File: src/rtl/scb_pkg.sv
// Constants and carrier types for the system control register bank.
// Assumes an 8-bit processor core on a special function bus with byte addresses.
// Summary of operation
// - Writing one to a user port data bit drives its pin high and writing zero holds it low.
// - Each user port direction bit sets its pin as output when zero and as input when one.
// - The user port data register covers eight pins, reads return pin levels and writes set output values.
// - The processor clock is the PLL clock divided by two times the divider field plus one.
// - After reset the divider field holds twelve.
// - With wake routing set, keypad, card and user pin interrupts all raise interrupt line zero.
// - Under wake routing, line zero is asserted 512 processor clocks after the source event.
// - Any read of the wake interrupt control register clears the wake routing bit.
// - The wake interrupt control register resets to all zeros.
// - The oscillator and PLL are disabled 32 processor clocks after the power-down bit is set.
`default_nettype none

package scb_pkg;
  localparam logic [15:0] ADDR_USER_PORT_DATA = 16'h0090;
  localparam logic [15:0] ADDR_USER_PORT_DIR = 16'h0091;
  localparam logic [15:0] ADDR_WAKE_IRQ_CTRL = 16'hff94;
  localparam logic [15:0] ADDR_CLK_DIV = 16'hffa1;

  localparam logic [7:0] USER_DATA_RESET = 8'h00;
  localparam logic [7:0] USER_DIR_RESET = 8'hff;
  localparam logic [5:0] CLK_DIV_RESET = 6'h0c;

  localparam int WAKE_ROUTE_BIT = 7;
  localparam int KEYPAD_EN_BIT = 1;
  localparam int KEYPAD_FLAG_BIT = 0;

  localparam int CLK_PERIOD_NS = 10;
  localparam int WAKE_DELAY_CYCLES = 512;
  localparam int POWER_DOWN_REQUEST_DELAY_CYCLES = 32;

  typedef struct packed {
    logic keypad;
    logic card;
    logic user_pins;
  } scb_irq_src_t;

  typedef struct packed {
    logic line_zero;
    logic line_four;
    logic line_five;
  } scb_irq_out_t;
endpackage : scb_pkg

`default_nettype wire

File: src/rtl/scb_sfr_bank.sv
// Special function registers for user port, processor clock divider and wake interrupt routing.
// Assumes one clock; the processor core gives a one-cycle read or write strobe with address and data.
`default_nettype none

module scb_sfr_bank (
  input wire logic core_clk_i,
  input wire logic rst_n_i,
  input wire logic [15:0] sfr_addr_i,
  input wire logic sfr_wr_i,
  input wire logic sfr_rd_i,
  input wire logic [7:0] sfr_wdata_i,
  output logic [7:0] sfr_rdata_o,
  input wire logic pll_clk_en_i,
  output logic processor_clock_en_o,
  input wire logic [7:0] user_pin_i,
  output logic [7:0] user_pin_o,
  output logic [7:0] user_pin_oe_n_o,
  input wire scb_pkg::scb_irq_src_t irq_src_i,
  input wire logic keypad_event_i,
  input wire logic power_down_request_i,
  output scb_pkg::scb_irq_out_t irq_o,
  output logic analog_disable_o
);

  // Pin levels cross from outside the clock domain
  logic [7:0] pin_meta_q, pin_sync_q;
  scb_pkg::scb_irq_src_t src_meta_q, src_sync_q;

  logic [7:0] user_port_data_q, user_port_data_d;
  logic [7:0] user_port_direction_q, user_port_direction_d;
  logic [5:0] clock_divide_field_q, clock_divide_field_d;
  logic wake_routing_enable_q, wake_routing_enable_d;
  logic keypad_irq_enable_q, keypad_irq_enable_d;
  logic keypad_irq_flag_q, keypad_irq_flag_d;
  logic [7:0] rdata_q, rdata_d;

  logic [6:0] pll_cnt_q, pll_cnt_d;
  logic proc_en_q, proc_en_d;

  typedef enum {SCB_IDLE, SCB_WAIT} scb_wake_state_t;
  scb_wake_state_t wake_state_q, wake_state_d;
  logic [9:0] wake_cnt_q, wake_cnt_d;
  logic line_zero_q, line_zero_d;

  logic power_down_request_seen_q, power_down_request_seen_d;
  logic [5:0] power_down_request_cnt_q, power_down_request_cnt_d;
  logic analog_off_q, analog_off_d;

  function automatic logic hit(input logic [15:0] a, input logic [15:0] b);
    return a == b;
  endfunction : hit

  always_ff @(posedge core_clk_i) begin
    pin_meta_q <= user_pin_i;
    pin_sync_q <= pin_meta_q;
    src_meta_q <= irq_src_i;
    src_sync_q <= src_meta_q;
  end

  // Register file
  always_comb begin
    user_port_data_d = user_port_data_q;
    user_port_direction_d = user_port_direction_q;
    clock_divide_field_d = clock_divide_field_q;
    wake_routing_enable_d = wake_routing_enable_q;
    keypad_irq_enable_d = keypad_irq_enable_q;
    keypad_irq_flag_d = keypad_irq_flag_q;
    rdata_d = 8'h00;
    if (sfr_wr_i) begin
      if (hit(sfr_addr_i, scb_pkg::ADDR_USER_PORT_DATA)) begin
        user_port_data_d = sfr_wdata_i;
      end
      if (hit(sfr_addr_i, scb_pkg::ADDR_USER_PORT_DIR)) begin
        user_port_direction_d = sfr_wdata_i;
      end
      if (hit(sfr_addr_i, scb_pkg::ADDR_CLK_DIV)) begin
        clock_divide_field_d = sfr_wdata_i[5:0];
      end
      if (hit(sfr_addr_i, scb_pkg::ADDR_WAKE_IRQ_CTRL)) begin
        wake_routing_enable_d = sfr_wdata_i[scb_pkg::WAKE_ROUTE_BIT];
        keypad_irq_enable_d = sfr_wdata_i[scb_pkg::KEYPAD_EN_BIT];
        keypad_irq_flag_d = sfr_wdata_i[scb_pkg::KEYPAD_FLAG_BIT];
      end
    end
    if (sfr_rd_i) begin
      if (hit(sfr_addr_i, scb_pkg::ADDR_USER_PORT_DATA)) begin
        rdata_d = pin_sync_q;
      end
      if (hit(sfr_addr_i, scb_pkg::ADDR_USER_PORT_DIR)) begin
        rdata_d = user_port_direction_q;
      end
      if (hit(sfr_addr_i, scb_pkg::ADDR_CLK_DIV)) begin
        rdata_d = {2'b00, clock_divide_field_q};
      end
      if (hit(sfr_addr_i, scb_pkg::ADDR_WAKE_IRQ_CTRL)) begin
        rdata_d = 8'h00;
        rdata_d[scb_pkg::WAKE_ROUTE_BIT] = wake_routing_enable_q;
        rdata_d[scb_pkg::KEYPAD_EN_BIT] = keypad_irq_enable_q;
        rdata_d[scb_pkg::KEYPAD_FLAG_BIT] = keypad_irq_flag_q;
        wake_routing_enable_d = 1'b0;
      end
    end
    // Hardware set wins over a software clear in the same cycle
    if (keypad_event_i) begin
      keypad_irq_flag_d = 1'b1;
    end
    if (!rst_n_i) begin
      user_port_data_d = scb_pkg::USER_DATA_RESET;
      user_port_direction_d = scb_pkg::USER_DIR_RESET;
      clock_divide_field_d = scb_pkg::CLK_DIV_RESET;
      wake_routing_enable_d = 1'b0;
      keypad_irq_enable_d = 1'b0;
      keypad_irq_flag_d = 1'b0;
      rdata_d = 8'h00;
    end
  end

  always_ff @(posedge core_clk_i) begin
    user_port_data_q <= user_port_data_d;
    user_port_direction_q <= user_port_direction_d;
    clock_divide_field_q <= clock_divide_field_d;
    wake_routing_enable_q <= wake_routing_enable_d;
    keypad_irq_enable_q <= keypad_irq_enable_d;
    keypad_irq_flag_q <= keypad_irq_flag_d;
    rdata_q <= rdata_d;
  end

  // Divider: one enable pulse per 2*(field+1) PLL enables; zero and one are not guarded
  always_comb begin
    pll_cnt_d = pll_cnt_q;
    proc_en_d = 1'b0;
    if (pll_clk_en_i) begin
      if (pll_cnt_q >= {clock_divide_field_q, 1'b1}) begin
        pll_cnt_d = 7'h00;
        proc_en_d = 1'b1;
      end else begin
        pll_cnt_d = pll_cnt_q + 7'h01;
      end
    end
    if (!rst_n_i) begin
      pll_cnt_d = 7'h00;
      proc_en_d = 1'b0;
    end
  end

  always_ff @(posedge core_clk_i) begin
    pll_cnt_q <= pll_cnt_d;
    proc_en_q <= proc_en_d;
  end

  // Wake routing: any source starts a settling delay, then line zero rises
  logic any_src;
  assign any_src = src_sync_q.keypad | src_sync_q.card | src_sync_q.user_pins;

  always_comb begin
    wake_state_d = wake_state_q;
    wake_cnt_d = wake_cnt_q;
    line_zero_d = 1'b0;
    case (wake_state_q)
      SCB_IDLE: begin
        wake_cnt_d = 10'h000;
        if (wake_routing_enable_q && any_src) begin
          wake_state_d = SCB_WAIT;
        end
      end
      SCB_WAIT: begin
        if (processor_clock_en_o) begin
          wake_cnt_d = wake_cnt_q + 10'h001;
        end
        if (wake_cnt_q == 10'(scb_pkg::WAKE_DELAY_CYCLES - 1) && processor_clock_en_o) begin
          line_zero_d = 1'b1;
          wake_state_d = SCB_IDLE;
        end
      end
      default: wake_state_d = SCB_IDLE;
    endcase
    if (!rst_n_i) begin
      wake_state_d = SCB_IDLE;
      wake_cnt_d = 10'h000;
      line_zero_d = 1'b0;
    end
  end

  always_ff @(posedge core_clk_i) begin
    wake_state_q <= wake_state_d;
    wake_cnt_q <= wake_cnt_d;
    line_zero_q <= line_zero_d;
  end

  // Power down: analog shutoff after 32 processor clocks, held until reset
  always_comb begin
    power_down_request_seen_d = power_down_request_seen_q | power_down_request_i;
    power_down_request_cnt_d = power_down_request_cnt_q;
    analog_off_d = analog_off_q;
    if (power_down_request_seen_q && !analog_off_q && processor_clock_en_o) begin
      if (power_down_request_cnt_q == 6'(scb_pkg::POWER_DOWN_REQUEST_DELAY_CYCLES - 1)) begin
        analog_off_d = 1'b1;
      end else begin
        power_down_request_cnt_d = power_down_request_cnt_q + 6'h01;
      end
    end
    if (!rst_n_i) begin
      power_down_request_seen_d = 1'b0;
      power_down_request_cnt_d = 6'h00;
      analog_off_d = 1'b0;
    end
  end

  always_ff @(posedge core_clk_i) begin
    power_down_request_seen_q <= power_down_request_seen_d;
    power_down_request_cnt_q <= power_down_request_cnt_d;
    analog_off_q <= analog_off_d;
  end

  always_comb begin
    sfr_rdata_o = rdata_q;
    processor_clock_en_o = proc_en_q;
    user_pin_o = user_port_data_q;
    user_pin_oe_n_o = user_port_direction_q;
    analog_disable_o = analog_off_q;
    irq_o.line_zero = wake_routing_enable_q ? line_zero_q : src_sync_q.user_pins;
    irq_o.line_four = src_sync_q.card & ~wake_routing_enable_q;
    irq_o.line_five = (keypad_irq_flag_q & keypad_irq_enable_q) & ~wake_routing_enable_q;
  end

endmodule : scb_sfr_bank

`default_nettype wire

File: config.mk
export PLATFORM = sky130hd
export DESIGN_NAME = scb_sfr_bank
export DESIGN_NICKNAME = d
export VERILOG_FILES = /design/src/rtl/scb_pkg.sv /design/src/rtl/scb_sfr_bank.sv
export SDC_FILE = /design/constraint.sdc
export NUM_CORES = 1
export LEC_CHECK = 0
export ABC_AREA = 1
export BUFFER_PORTS_ARGS = -buffer_cell sky130_fd_sc_hd__buf_2
export CAP_MARGIN = 20
export CORE_MARGIN = 3
export CORE_UTILIZATION = 58
export CTS_CLUSTER_SIZE = 24
export DETAILED_ROUTE_END_ITERATION = 16
export PLACE_DENSITY = 0.82
export SETUP_SLACK_MARGIN = 0.02
export SLEW_MARGIN = 30
export SYNTH_ARGS = -nofsm -noshare
export SYNTH_HDL_FRONTEND = slang
export SYNTH_SLANG_ARGS = --single-unit
export TNS_END_PERCENT = 50
File: constraint.sdc
create_clock -name core_clk_i -period 2.7 [get_ports core_clk_i]
set_input_delay 0.27 -clock core_clk_i [delete_from_list [all_inputs] [get_ports core_clk_i]]
set_output_delay 0.27 -clock core_clk_i [all_outputs]
set_load 0.02 [all_outputs]
==> metrics.csv <==
metric,value,unit
count of final hold-check violations,0,
met3 Use GR,4.01,%
Leak,1.89,nW
Max VDD drop,0.384,mV
met2 Use GR,38.3,%
Clock Tree Buf Depth,2,
xor/xnor share of the synthesized area,1.55,%
max-cap violations,0,
final WL,7.33,mm
power per cell area,589,mW/mm^2
# diodes,0,
Post-Syn Area,0.00340,mm^2
1st-iter DRT viols,115,
cts bufs inserted,9,
Final TNS setup,0,ns
Syn Area/Cell,7.92,um^2
reg2reg setup slack,1.14,ns
Post-Syn Nets,480,
Post-CTS Resized,0,
H-tree depth,3,
non-filler cells in the finished layout,577,
Final period util,57.9,%
# rows,27,
vias,2973,
core area,0.00557,mm^2
Top-Level Pins,71,
Worst-Margin Slew,0.516,ns
Synth top area share,48.9,%
DRC,0,
CTS tree,yes,
Critical Path Sink,pll_cnt_q[1]$_SDFFE_PN0P_,
Post-synth EDFFs,0,
I/O Buffers,70,
vias in the first global route,2681,
Hold WS,0.0126,ns
Tot Pwr,2.36,mW
RR Endpoint,pll_cnt_q[1]$_SDFFE_PN0P_,
via density per instance,5.15,
Synth Register Bits,83,
Crit Path Max Fanout,7,
Synth Area in Simple Gates,28.3,%
adder-cell share of the synthesized area,3.32,%
Slew HR,65.6,%
largest net degree at the start of global routing,27,
Die H,82.5,um
post-synthesis mux area share,0,%
Max Slew Vio Count,0,
Nets,552,
die span in x,82.5,um
endpoint class of the critical path,flip-flop,
fin area,0.00400,mm^2
register area,0.00166,mm^2
Worst setup startpoint,clock_divide_field_q[1]$_SDFFE_PN0P_,
"area leader, netlist",dfxtp_1,
"Core Util, Final",71.8,%
antenna violations before repair,0,
Reg2Reg Depth,9,
Gate Count Post-Synth,429,
"top cells by area, synth","dfxtp_1, nand2_1, inv_1, nor2_1, a21oi_1",
worst setup margin,1.14,ns
Critical Path AT,1.84,ns
postcts setup bufs,0,
endpoints failing setup,0,
synth-to-layout area growth,17.8,%
fraction of layout cells with a size suffix above 1,21.6,%
combinational family with the most area after synthesis,simple AND/OR/NAND/NOR gates,
Synth Area in Compound Gates,9.51,%
DRT Pass-1 Iters,4,
GR Util met1,28.1,%
# hold bufs at CTS,0,
reg2reg start,clock_divide_field_q[1]$_SDFFE_PN0P_,
CP Class,flip-flop to flip-flop,
depth of the worst hold-timing path,1,
GPL Wtd Cong,0.807,
Yosys cell types,32,
clk_skew,0.00672,ns
Clock Root Buffer,clkbuf_8,
total track usage,23.0,%
DP HPWL,5.41,mm
fmax,640,MHz
sequential fraction of the synthesis area,48.9,%
RSZ-0062 raised after global routing,no,
drt wl/cell,12.7,um
run status,"finished, final reports clean",
Placed Cells,562,
TritonCTS Sinks,83,
CP required,2.98,ns
leading register cell type out of synthesis,dfxtp_1,
Initial Util,60.9,%
Detail Route Antenna Nets,0,
# fillers,454,
aggregate global routing overflow,0,
Worst-Skew Late Latency,0.36,ns
multi-input combinational cell area,0.00145,mm^2
dpl ws,1.10,ns
YS warnings,0,
Period minus WS final,1.56,ns
first-pass GRT wire length,11.8,mm
Worst Hold Class,input port to flip-flop,
clk slew on worst S/H paths,0.08,ns
"Most Used Layer, Global Route",met2,
die area,0.00681,mm^2
dpl cell area,0.00378,mm^2
critical path launch point type,flip-flop,
ys async rst share,0,%
critical path, stage by stage (launching register included):
cell     delay, ns
dfxtp_1       0.33
inv_1         0.07
ha_1          0.31
a21oi_1       0.13
nand2_1       0.06
nand2_1       0.06
nand3_1       0.09
nand2_1       0.10
nand2_1       0.16
nor3_1        0.19
power breakdown:
| part | internal, mW | switching (mW) | total (mW) |
|---|---|---|---|
| Clock | 0.566 | 0.434 | 1.00 |
| Combinational | 0.0382 | 0.0625 | 0.101 |
| Sequential | 1.25 | 0.00982 | 1.26 |
how the worst min path moves through the flow:
stage,slack [ns],to,startpoint
after floorplan,0.30,pin_meta_q[0]$_DFF_P_,user_pin_i[0]
after CTS,0.007,pin_meta_q[3]$_DFF_P_,user_pin_i[3]
after global placement,0.31,src_sync_q[1]$_DFF_P_,src_meta_q[1]$_DFF_P_
after detailed placement,0.31,src_sync_q[0]$_DFF_P_,src_meta_q[0]$_DFF_P_
final,0.01,pin_meta_q[0]$_DFF_P_,user_pin_i[0]
after global routing,0.003,pin_meta_q[2]$_DFF_P_,user_pin_i[2]
area by class of cell:
class | count | area share (%)
sequential | 83 | 41.5
multi-input combinational | 278 | 36.2
inverter | 59 | 5.66
tap | 72 | 2.25
clock buffer | 11 | 3.78
clock inverter | 4 | 1.84
timing repair buffer | 70 | 8.76
cell usage after synthesis, drive strengths merged (3+ instances only):
cell	number
nand2	91
dfxtp	83
inv	59
nor2	58
nand3	35
a21oi	31
o21ai	15
nor3	11
ha	9
nand4	9
o211ai	7
clkbuf	5
buf	4
xnor2	3
xor2	3
flip-flops by register name (all words and copies together) (netlist names), 3 cells and up:
| signal | count |
|---|---|
| src_meta_q | 3 |
| wake_cnt_q | 10 |
| user_pin_o | 8 |
| user_pin_oe_n_o | 8 |
| src_sync_q | 3 |
| clock_divide_field_q | 6 |
| sfr_rdata_o | 8 |
| pll_cnt_q | 7 |
| power_down_request_cnt_q | 6 |
| pin_sync_q | 8 |
| pin_meta_q | 8 |
layout by cell type, fill, tap and decap left out, types with 2 or more instances in the layout:
cell,synthesis,final
o211ai_1,2,2
dfxtp_1,83,83
clkbuf_8,0,11
buf_2,0,70
nand3_1,31,31
o21ai_0,13,13
nand2_4,2,2
o211ai_2,5,5
nor2_2,5,5
nor3_1,11,11
o21ai_1,2,2
ha_1,9,9
inv_1,57,57
nor2_1,49,49
nor2_4,4,4
nand4_1,9,9
nand3_2,3,3
a21oi_1,31,31
xor2_1,3,3
nand2_1,88,88
bufinv_16,0,2
xnor2_1,3,3
cell families (layout without fill, tap and decap cells):
group,after synthesis,in the layout
compound gates,55,55
xor+xnor,6,6
fa+ha+maj,9,9
buf+inv,68,144
flops,83,83
simple gates,208,208
routing by layer:
layer	vias up	share of wire, %
met5	-	0
met4	0	2.4
met3	21	6.0
met2	85	48
met1	1348	44
li1	1519	-
Power figures use the tool's default switching activity.
